## src/verilog/tdm_rate_pkg.sv

```systemverilog
// shared constants, register map and carrier types for the serial rate configuration block
package tdm_rate_pkg;

    // register map, byte addresses
    localparam logic [7:0] MODE_OFFSET   = 8'h00;
    localparam logic [7:0] PAIR_OFFSET   = 8'h04;
    localparam logic [7:0] STATUS_OFFSET = 8'h08;
    localparam logic [7:0] CONFIG_OFFSET = 8'h0C;

    // interface_mode_register layout (low byte)
    localparam int MODE_SCB_POS  = 0;
    localparam int MODE_IDR_POS  = 2;
    localparam int MODE_ODR_POS  = 4;
    localparam int MODE_CLKR_POS = 6;
    localparam int MODE_MAIN_POS = 7;
    localparam logic [7:0] MODE_RESET = 8'h00;

    // pair_select_register layout: pair A low nibble, pair B high nibble
    localparam int PAIR_A_POS = 0;
    localparam int PAIR_B_POS = 4;
    localparam logic [7:0] PAIR_RESET = 8'h32;
    localparam logic [3:0] PAIR_MIN   = 4'h2;
    localparam logic [3:0] PAIR_MAX   = 4'h9;

    // rate codes in the rate fields
    localparam logic [1:0] RATE_2M = 2'h0;
    localparam logic [1:0] RATE_4M = 2'h1;
    localparam logic [1:0] RATE_8M = 2'h2;

    // arrangement codes at 2.048 Mb/s identical rates
    localparam logic [1:0] ARR_8X8    = 2'h0;
    localparam logic [1:0] ARR_16X8   = 2'h1;
    localparam logic [1:0] ARR_PAIRS  = 2'h2;
    localparam logic [1:0] ARR_NIBBLE = 2'h3;
    // arrangement codes at 4.096 Mb/s identical rates
    localparam logic [1:0] ARR_4M_8X4 = 2'h0;
    localparam logic [1:0] ARR_4M_4X4 = 2'h1;

    // frame timing
    localparam int CLK_PERIOD_NS    = 100;
    localparam int FRAME_NS         = 125000;
    localparam int FRAME_CYCLES     = FRAME_NS / CLK_PERIOD_NS;
    localparam int LOSS_CYCLES      = 2 * FRAME_CYCLES;
    localparam int PULSE_MAX_CYCLES = FRAME_CYCLES / 4;
    localparam int TIMER_W          = 12;

    typedef struct packed {
        logic       main_operation_select;
        logic       clock_ratio_select;
        logic [1:0] output_rate_bits;
        logic [1:0] input_rate_bits;
        logic [1:0] switch_config_field;
    } mode_t;

    typedef struct packed {
        logic [7:0] channels;
        logic [4:0] in_streams;
        logic [3:0] out_streams;
        logic       nonblocking;
        logic       const_delay_ok;
        logic       nibble;
        logic       pair_mode;
        logic       valid;
    } config_t;

    typedef struct packed {
        logic tx_rising;
        logic sample_rising;
        logic two_clocks_per_bit;
    } edge_t;

endpackage

```

## src/verilog/tdm_serial_rate_config.sv

```systemverilog
// serial rate, edge and switching arrangement selection for a time-slot interchange switch
//
// Added by the designer: strobed register access and the register addresses.
`timescale 1ns/1ps

module tdm_serial_rate_config #(
    parameter int IN_PINS  = 16,
    parameter int OUT_PINS = 10
) (
    input  wire logic                    clock,
    input  wire logic                    resetn,
    input  wire logic [7:0]              addr,
    input  wire logic [31:0]             wdata,
    input  wire logic                    wr,
    input  wire logic                    rd,
    output logic [31:0]                  rdata,
    input  wire logic                    frame_pulse_in,
    input  wire logic                    mux_bus_mode,
    output tdm_rate_pkg::config_t        active_config,
    output tdm_rate_pkg::edge_t          input_edges,
    output tdm_rate_pkg::edge_t          output_edges,
    output logic [IN_PINS-1:0]           in_stream_enable,
    output logic [OUT_PINS-1:0]          out_stream_enable,
    output logic                         link_clock_8m,
    output logic                         frame_present
);

    if (IN_PINS != 16 || OUT_PINS != 10)
    begin : g_bad_pins
        $error("stream pin counts must be 16 inputs and 10 outputs");
    end

    // host registers
    tdm_rate_pkg::mode_t mode_q;
    logic [7:0]          pair_q;
    logic [31:0]         rdata_q;


    wire logic wr_mode = wr && (addr == tdm_rate_pkg::MODE_OFFSET);
    wire logic wr_pair = wr && (addr == tdm_rate_pkg::PAIR_OFFSET);

    // mode stays at reset until the host writes it
    always_ff @(posedge clock or negedge resetn)
    begin
        if (!resetn)
        begin
            mode_q <= tdm_rate_pkg::MODE_RESET;
            pair_q <= tdm_rate_pkg::PAIR_RESET;
        end
        else
        begin
            if (wr_mode)
                mode_q <= tdm_rate_pkg::mode_t'(wdata[7:0]);
            if (wr_pair)
                pair_q <= wdata[7:0];
        end
    end

    wire logic [3:0] pair_a = pair_q[tdm_rate_pkg::PAIR_A_POS +: 4];
    wire logic [3:0] pair_b = pair_q[tdm_rate_pkg::PAIR_B_POS +: 4];

    // frame pulse watcher
    logic                             fr_q;
    logic                             fr_seen_q;
    logic                             polarity_q;
    logic                             present_q;
    logic [tdm_rate_pkg::TIMER_W-1:0] level_cnt_q;
    logic [tdm_rate_pkg::TIMER_W-1:0] quiet_cnt_q;

    localparam logic [tdm_rate_pkg::TIMER_W-1:0] PULSE_MAX =
        tdm_rate_pkg::TIMER_W'(tdm_rate_pkg::PULSE_MAX_CYCLES);
    localparam logic [tdm_rate_pkg::TIMER_W-1:0] LOSS_MAX =
        tdm_rate_pkg::TIMER_W'(tdm_rate_pkg::LOSS_CYCLES);

    // counters hold at loss limit
    wire logic fr_edge      = fr_seen_q && (frame_pulse_in != fr_q);
    // short level just ended means that level was the pulse
    wire logic pulse_ended  = fr_edge && (level_cnt_q < PULSE_MAX);
    wire logic quiet_expire = (quiet_cnt_q == LOSS_MAX);

    // presence and polarity found from the pulse width
    always_ff @(posedge clock or negedge resetn)
    begin
        if (!resetn)
        begin
            fr_q        <= 1'b0;
            fr_seen_q   <= 1'b0;
            polarity_q  <= 1'b0;
            present_q   <= 1'b0;
            level_cnt_q <= '0;
            quiet_cnt_q <= '0;
        end
        else
        begin
            fr_q      <= frame_pulse_in;
            fr_seen_q <= 1'b1;
            if (fr_edge)
                level_cnt_q <= '0;
            else if (level_cnt_q != LOSS_MAX)
                level_cnt_q <= level_cnt_q + 1'b1;
            if (pulse_ended)
            begin
                polarity_q  <= fr_q;
                present_q   <= 1'b1;
                quiet_cnt_q <= '0;
            end
            else if (quiet_expire)
                present_q <= 1'b0;
            else
                quiet_cnt_q <= quiet_cnt_q + 1'b1;
        end
    end

    // decode of the arrangement, used once for the live mode
    function automatic tdm_rate_pkg::config_t decode_config(
        input tdm_rate_pkg::mode_t m,
        input logic                mux_mode,
        input logic                pairs_ok
    );
        tdm_rate_pkg::config_t c;

        c = '0;
        if (!m.main_operation_select)
        begin
            // identical rates: output rate bits ignored
            unique case (m.input_rate_bits)
                tdm_rate_pkg::RATE_2M:
                begin
                    c.channels = 8'h20;
                    unique case (m.switch_config_field)
                        tdm_rate_pkg::ARR_8X8:
                        begin
                            c.in_streams     = 5'h08;
                            c.out_streams    = 4'h8;
                            c.nonblocking    = 1'b1;
                            c.const_delay_ok = 1'b1;
                            c.valid          = 1'b1;
                        end
                        tdm_rate_pkg::ARR_16X8:
                        begin
                            c.in_streams = 5'h10;
                            c.out_streams = 4'h8;
                            c.valid      = mux_mode;
                        end
                        tdm_rate_pkg::ARR_PAIRS:
                        begin
                            c.in_streams     = 5'h04;
                            c.out_streams    = 4'h4;
                            c.nonblocking    = 1'b1;
                            c.const_delay_ok = 1'b1;
                            c.pair_mode      = 1'b1;
                            c.valid          = pairs_ok;
                        end
                        tdm_rate_pkg::ARR_NIBBLE:
                        begin
                            // 8 in, 4 out nibble matrix
                            c.channels    = 8'h40;
                            c.in_streams  = 5'h08;
                            c.out_streams = 4'h4;
                            c.nibble      = 1'b1;
                            c.valid       = 1'b1;
                        end
                    endcase
                end
                tdm_rate_pkg::RATE_4M:
                begin
                    c.channels = 8'h40;
                    if (m.switch_config_field == tdm_rate_pkg::ARR_4M_8X4)
                    begin
                        c.in_streams  = 5'h08;
                        c.out_streams = 4'h4;
                        c.valid       = 1'b1;
                    end
                    else if (m.switch_config_field == tdm_rate_pkg::ARR_4M_4X4)
                    begin
                        c.in_streams     = 5'h04;
                        c.out_streams    = 4'h4;
                        c.nonblocking    = 1'b1;
                        c.const_delay_ok = 1'b1;
                        c.valid          = 1'b1;
                    end
                end
                tdm_rate_pkg::RATE_8M:
                begin
                    c.channels       = 8'h80;
                    c.in_streams     = 5'h02;
                    c.out_streams    = 4'h2;
                    c.nonblocking    = 1'b1;
                    c.const_delay_ok = 1'b1;
                    c.valid          = 1'b1;
                end
                default:
                    c = '0;
            endcase
        end
        else
        begin
            c.nonblocking    = 1'b1;
            c.const_delay_ok = 1'b1;
            c.channels       = 8'h20;
            unique case ({m.input_rate_bits, m.output_rate_bits})
                {tdm_rate_pkg::RATE_2M, tdm_rate_pkg::RATE_4M}:
                begin
                    c.in_streams  = 5'h08;
                    c.out_streams = 4'h4;
                    c.valid       = 1'b1;
                end
                {tdm_rate_pkg::RATE_2M, tdm_rate_pkg::RATE_8M}:
                begin
                    c.in_streams  = 5'h08;
                    c.out_streams = 4'h2;
                    c.valid       = 1'b1;
                end
                {tdm_rate_pkg::RATE_4M, tdm_rate_pkg::RATE_2M}:
                begin
                    c.in_streams  = 5'h04;
                    c.out_streams = 4'h8;
                    c.valid       = 1'b1;
                end
                {tdm_rate_pkg::RATE_8M, tdm_rate_pkg::RATE_2M}:
                begin
                    c.in_streams  = 5'h02;
                    c.out_streams = 4'h8;
                    c.valid       = 1'b1;
                end
                default:
                    c = '0;
            endcase
        end
        return c;
    endfunction

    // edge choice for one side of the link
    function automatic tdm_rate_pkg::edge_t side_edges(
        input logic slow_side,
        input logic positive_pulse,
        input logic two_clocks
    );
        tdm_rate_pkg::edge_t e;

        // negative pulse: bound on falling, sample rising
        // positive pulse GCI: bound on rising, sample falling
        // fast side: positive transmits rising, negative swaps
        e.tx_rising          = positive_pulse;
        e.sample_rising      = !positive_pulse;
        e.two_clocks_per_bit = slow_side && two_clocks;
        return e;
    endfunction

    wire logic pairs_ok = (pair_a >= tdm_rate_pkg::PAIR_MIN) && (pair_a <= tdm_rate_pkg::PAIR_MAX)
                       && (pair_b >= tdm_rate_pkg::PAIR_MIN) && (pair_b <= tdm_rate_pkg::PAIR_MAX)
                       && (pair_a != pair_b);

    wire tdm_rate_pkg::config_t cfg_d = decode_config(mode_q, mux_bus_mode, pairs_ok);

    // one rate per direction, identical mode reuses the input rate
    wire logic [1:0] in_rate  = mode_q.input_rate_bits;
    wire logic [1:0] out_rate = mode_q.main_operation_select ? mode_q.output_rate_bits
                                                              : mode_q.input_rate_bits;

    wire logic in_slow  = (in_rate == tdm_rate_pkg::RATE_2M);
    wire logic out_slow = (out_rate == tdm_rate_pkg::RATE_2M);

    // ratio bit only steers identical rates
    wire logic two_clocks = mode_q.main_operation_select || !mode_q.clock_ratio_select;
    wire logic ratio_bad  = !mode_q.main_operation_select
                         && (mode_q.clock_ratio_select == in_slow);

    // each side picks its own edge rule
    wire tdm_rate_pkg::edge_t in_edges_d  = side_edges(in_slow, polarity_q, two_clocks);
    wire tdm_rate_pkg::edge_t out_edges_d = side_edges(out_slow, polarity_q, two_clocks);

    // 8.192 MHz link clock whenever either side runs at 8.192
    wire logic clk8_d = (in_rate == tdm_rate_pkg::RATE_8M) || (out_rate == tdm_rate_pkg::RATE_8M);

    // stream enables; pair mode maps A and B onto pins 2..9
    logic [IN_PINS-1:0]  in_en_d;
    logic [OUT_PINS-1:0] out_en_d;

    for (genvar i = 0; i < IN_PINS; i++)
    begin : g_in_en
        // pairs 0 and 1 fixed, A and B selectable
        assign in_en_d[i] = cfg_d.valid && (cfg_d.pair_mode
            ? (i < 2 || pair_a == 4'(i) || pair_b == 4'(i))
            : (i < int'(cfg_d.in_streams)));
    end

    for (genvar j = 0; j < OUT_PINS; j++)
    begin : g_out_en
        assign out_en_d[j] = cfg_d.valid && (cfg_d.pair_mode
            ? (j < 2 || pair_a == 4'(j) || pair_b == 4'(j))
            : (j < int'(cfg_d.out_streams)));
    end

    // registered outputs; no edges are reported until a pulse is seen
    always_ff @(posedge clock or negedge resetn)
    begin
        if (!resetn)
        begin
            active_config     <= '0;
            input_edges       <= '0;
            output_edges      <= '0;
            in_stream_enable  <= '0;
            out_stream_enable <= '0;
            link_clock_8m     <= 1'b0;
        end
        else
        begin
            active_config     <= cfg_d;
            input_edges       <= present_q ? in_edges_d : '0;
            output_edges      <= present_q ? out_edges_d : '0;
            in_stream_enable  <= in_en_d;
            out_stream_enable <= out_en_d;
            link_clock_8m     <= clk8_d;
        end
    end

    assign frame_present = present_q;

    // read mux
    wire logic [31:0] status_word = {24'h000000, mux_bus_mode, !pairs_ok, clk8_d, ratio_bad,
                                     cfg_d.valid, polarity_q, polarity_q, present_q};
    // in [4:0], out [11:8]
    wire logic [31:0] config_word = {cfg_d.channels, 4'h0, cfg_d.pair_mode, cfg_d.nibble,
                                     cfg_d.const_delay_ok, cfg_d.nonblocking, 4'h0,
                                     cfg_d.out_streams, 3'h0, cfg_d.in_streams};
    wire logic [31:0] read_sel =
        (addr == tdm_rate_pkg::MODE_OFFSET)   ? {24'h000000, mode_q} :
        (addr == tdm_rate_pkg::PAIR_OFFSET)   ? {24'h000000, pair_q} :
        (addr == tdm_rate_pkg::STATUS_OFFSET) ? status_word :
        (addr == tdm_rate_pkg::CONFIG_OFFSET) ? config_word : 32'h00000000;

    // data held for one cycle only, zero otherwise
    always_ff @(posedge clock or negedge resetn)
    begin
        if (!resetn)
            rdata_q <= 32'h00000000;
        else
            rdata_q <= rd ? read_sel : 32'h00000000;
    end

    assign rdata = rdata_q;

endmodule // tdm_serial_rate_config

```

## config.mk

```make
export PLATFORM = sky130hd
export DESIGN_NAME = tdm_serial_rate_config
export DESIGN_NICKNAME = d
export VERILOG_FILES = /design/src/verilog/tdm_rate_pkg.sv /design/src/verilog/tdm_serial_rate_config.sv
export SDC_FILE = /design/constraint.sdc
export NUM_CORES = 1
export LEC_CHECK = 0
export BUFFER_PORTS_ARGS = -buffer_cell sky130_fd_sc_hd__buf_2
export CAP_MARGIN = 0
export CORE_ASPECT_RATIO = 1.4
export CORE_MARGIN = 4
export CORE_UTILIZATION = 50
export CTS_BUF_LIST = sky130_fd_sc_hd__clkbuf_4
export DETAILED_ROUTE_END_ITERATION = 7
export PLACE_DENSITY_LB_ADDON = 0.2
export SKIP_LAST_GASP = 1
export SLEW_MARGIN = 30
export SYNTH_ARGS = -nofsm -noshare
export SYNTH_HDL_FRONTEND = slang
export SYNTH_SLANG_ARGS = --single-unit
```

## constraint.sdc

```tcl
create_clock -name clock -period 2.4 [get_ports clock]
set_input_delay 0.48 -clock clock [delete_from_list [all_inputs] [get_ports clock]]
set_output_delay 0.48 -clock clock [all_outputs]
set_load 0.03 [all_outputs]
```

==> out/qor.tcl <==
set qor(via_count) 3817
set qor(layout-drive-gt1-share) 0.271
set qor(ys_async_sr_fraction) 1.00
set qor(fin_setup_tns_ps) 0
set qor(startpoint) {mode_q[0]}
set qor(synth.ff_latch_count) 104
set qor(max-vdd-ir-drop_v) 0.000335
set qor(global_route_wire_length_before_repair_mm) 18.2
set qor(syn-mean-instance-area_sq_um) 10.6
set qor(crit_path_end_kind) {flop}
set qor(mostFrequentLayoutCell) {sky130_fd_sc_hd__dfrtp_1}
set qor(power-per-cell-area_nw_per_um2) 623
set qor(synth-seq-area-share) 0.506
set qor(hold_ws_ps) 151
set qor(antenna_violations_before_repair) 0
set qor(cts_made_buffers) 9
set qor(die-area_sq_um) 12000
set qor(crit_path_launch_type) {flop}
set qor(maxClockFrequency_mhz) 488
set qor(numPortBuffers) 88
set qor(placed_cell_area_sq_um) 5580
set qor(final_worst_clock_skew_ps) 19.1
set qor(cts_htree_levels) 3
set qor(met2_usage) 0.329
set qor(core_area_sq_um) 10000
set qor(ys_types) 61
set qor(status) {completed}
set qor(final_setup_violation_count) 0
set qor(ff2ff_path_depth) 7
set qor(grt_busiest_layer) {met2}
set qor(clockBufferDepth) 2
set qor(ctsResizeCount) 0
set qor(clock-root-buffer) {sky130_fd_sc_hd__clkbuf_4}
set qor(synth_top_cells_by_area) {sky130_fd_sc_hd__dfrtp_1, sky130_fd_sc_hd__buf_4, sky130_fd_sc_hd__nor2_1}
set qor(drt_drc_violations_left) 0
set qor(timing_worst_setup_path_type) {reg -> reg}
set qor(max-cap-violations) 0
set qor(worstSkewPairLatency_ps) 470
set qor(synth_ff_type) {sky130_fd_sc_hd__dfrtp_1}
set qor(first_iter_violations) 229
set qor(placement_rows) 43
set qor(gr-total-overflow) 0
set qor(area_delta_synth_final_pct) 11.3
set qor(finalCriticalPeriod_ps) 2050
set qor(stdcell_area_sq_um) 5730
set qor(register_to_register_setup_slack_ps) 350
set qor(synthCells) 487
set qor(drt.antenna.violating_nets) 0
set qor(grt.met1_usage) 0.243
set qor(worst-path-max-fanout) 26
set qor(die_h_um) 128
set qor(cts_tree) {built}
set qor(grt_max_degree) 52
set qor(dp.final_hpwl_mm) 8.48
set qor(crit-reg2reg-launch) {mode_q[0]}
set qor(mappedNetlistArea_sq_um) 5150
set qor(timing.critical_path.arrival_ps) 2410
set qor(vias_per_cell) 5.37
set qor(first_global_vias) 3669
set qor(min-delay-path-class) {in -> reg}
set qor(critPathCapture) {rdata[3]}
set qor(unrepaired_setup_endpoints_after_global_routing) {false}
set qor(total_power_mw) 3.57
set qor(leading_cell_types_in_the_layout_fill_and_taps_excluded) {sky130_fd_sc_hd__dfrtp_1, sky130_fd_sc_hd__buf_2, sky130_fd_sc_hd__nor2_1}
set qor(post-synth-top-area-cell) {sky130_fd_sc_hd__dfrtp_1}
set qor(final_min_period_over_clock_period) 0.854
set qor(final_max_slew_viol_count) 0
set qor(routed_length_per_instance_um) 15.8
set qor(routed_wirelength_mm) 11.2
set qor(p_leak_nw) 2.87
set qor(tritoncts_num_sinks) 104
set qor(clk_pin_slew_ps) 160
set qor(timing.rr.end) {rdata[3]}
set qor(chipWidth_um) 93.7
set qor(timing_hold_violations_final) 0
set qor(ys.warnings.count) 0
set qor(grt.met3_usage) 0.0411
set qor(grtUsageTotal) 0.194
set qor(finish.net_count) 626
set qor(gp_congestion) 0.909
set qor(detailedRoute.firstPassIterationCount) 5
set qor(final_util) 0.572
set qor(floorplan.initialDensity) 0.514
set qor(synth_top_cell_area_share) 0.491
set qor(edff_count_synth) 0
set qor(min_from) {frame_pulse_in}
set qor(cp.required_ps) 2760
set qor(io_pins) 134
[worst max-delay path, stage by stage (launching register included)]
cell	delay [ps]
sky130_fd_sc_hd__dfrtp_1	460
sky130_fd_sc_hd__inv_1	160
sky130_fd_sc_hd__ha_1	280
sky130_fd_sc_hd__nor3_1	60
sky130_fd_sc_hd__o21ai_0	270
sky130_fd_sc_hd__a41oi_4	170
sky130_fd_sc_hd__buf_12	200
sky130_fd_sc_hd__a2111oi_2	350
[report_power, final]
| part | switching (mW) | internal (mW) | total, mW | leakage, nW |
|---|---|---|---|---|
| registers | 0.117 | 1.86 | 1.98 | 1.38 |
| clock network | 0.585 | 0.319 | 0.904 | 0.0758 |
| logic | 0.437 | 0.247 | 0.684 | 1.42 |
| total | 1.14 | 2.43 | 3.57 | 2.87 |
[kinds of logic (layout without fill, tap and decap cells)]
| kind of cell | Yosys count | in the layout | synth area share |
|---|---|---|---|
| simple gates | 190 | 190 | 0.195 |
| flops | 104 | 104 | 0.506 |
| compound gates | 71 | 71 | 0.0970 |
| buf+inv | 65 | 133 | 0.0853 |
| xor+xnor | 27 | 27 | 0.0460 |
| mux | 18 | 18 | 0.0450 |
| fa+ha+maj | 10 | 10 | 0.0243 |
| other cells | 2 | 23 | 0.00146 |
[state kept, by name (all words and copies together) (netlist names), 2 cells and up]
register           cells
active_config         14
input_edges            3
in_stream_enable      15
rdata                 17
in_rate                2
quiet_cnt_q           12
out_stream_enable      9
pair_q                 8
level_cnt_q           12
mode_q                 6
[timing repair]
item / CTS / global route
setup endpoints to repair: 0 / 0
hold buffers: 1 / 0
endpoints found under the hold margin: 32 / 0
buffers inserted: 0 / 0
[per-layer routing]
layer,wire length (um),part of all wire
met1,4450,0.40
met4,289,0.026
met3,788,0.070
met2,5670,0.51
met5,0,0
[worst min path at each step]
stage                                   to  slack (ps)  cells after the start
after floorplan           active_config[0]         180                      0
after global placement      quiet_cnt_q[8]         450                      1
after detailed placement    quiet_cnt_q[8]         450                      1
after CTS                             fr_q         120                      1
after global routing                  fr_q         120                      1
final                                 fr_q         150                      1
[layout make-up]
class / instances / area [sq um]
inverters: 14 / 52.6
fillers: 918 / 4280
clock inverters: 7 / 68.8
multi-input cells: 338 / 2180
repair buffers: 103 / 583
flip-flops and latches: 104 / 2610
well taps: 135 / 169
diodes: 1 / 2.50
clock buffers: 9 / 67.6
[per-stage QoR]
stage / std cells / setup WS (ps)
after floorplan: 507 / 432
after global placement: 693 / 433
after detailed placement: 693 / 376
after CTS: 710 / 341
after global routing: 710 / 128
final: 711 / 350
[Yosys cell counts (3+ instances only)]
library cell and count:
sky130_fd_sc_hd__a21oi_1 16, sky130_fd_sc_hd__a221oi_1 12, sky130_fd_sc_hd__and2_1 4, sky130_fd_sc_hd__and2_2 4, sky130_fd_sc_hd__and2b_2 8, sky130_fd_sc_hd__and3_1 7
sky130_fd_sc_hd__buf_2 4, sky130_fd_sc_hd__buf_4 30, sky130_fd_sc_hd__buf_6 4, sky130_fd_sc_hd__clkbuf_1 7, sky130_fd_sc_hd__clkbuf_8 4, sky130_fd_sc_hd__dfrtp_1 101
sky130_fd_sc_hd__dfstp_2 3, sky130_fd_sc_hd__ha_1 10, sky130_fd_sc_hd__inv_1 14, sky130_fd_sc_hd__mux2_2 11, sky130_fd_sc_hd__mux2i_1 4, sky130_fd_sc_hd__mux4_2 3
sky130_fd_sc_hd__nand2_1 28, sky130_fd_sc_hd__nand3_1 8, sky130_fd_sc_hd__nand4_1 5, sky130_fd_sc_hd__nor2_1 57, sky130_fd_sc_hd__nor2b_1 14, sky130_fd_sc_hd__nor3_1 31
sky130_fd_sc_hd__o21a_1 6, sky130_fd_sc_hd__o21ai_0 16, sky130_fd_sc_hd__o22a_1 3, sky130_fd_sc_hd__o22ai_1 3, sky130_fd_sc_hd__or2_2 3, sky130_fd_sc_hd__xnor2_1 15
sky130_fd_sc_hd__xor2_1 12
Note: power is estimated with default switching activity, not from simulation.
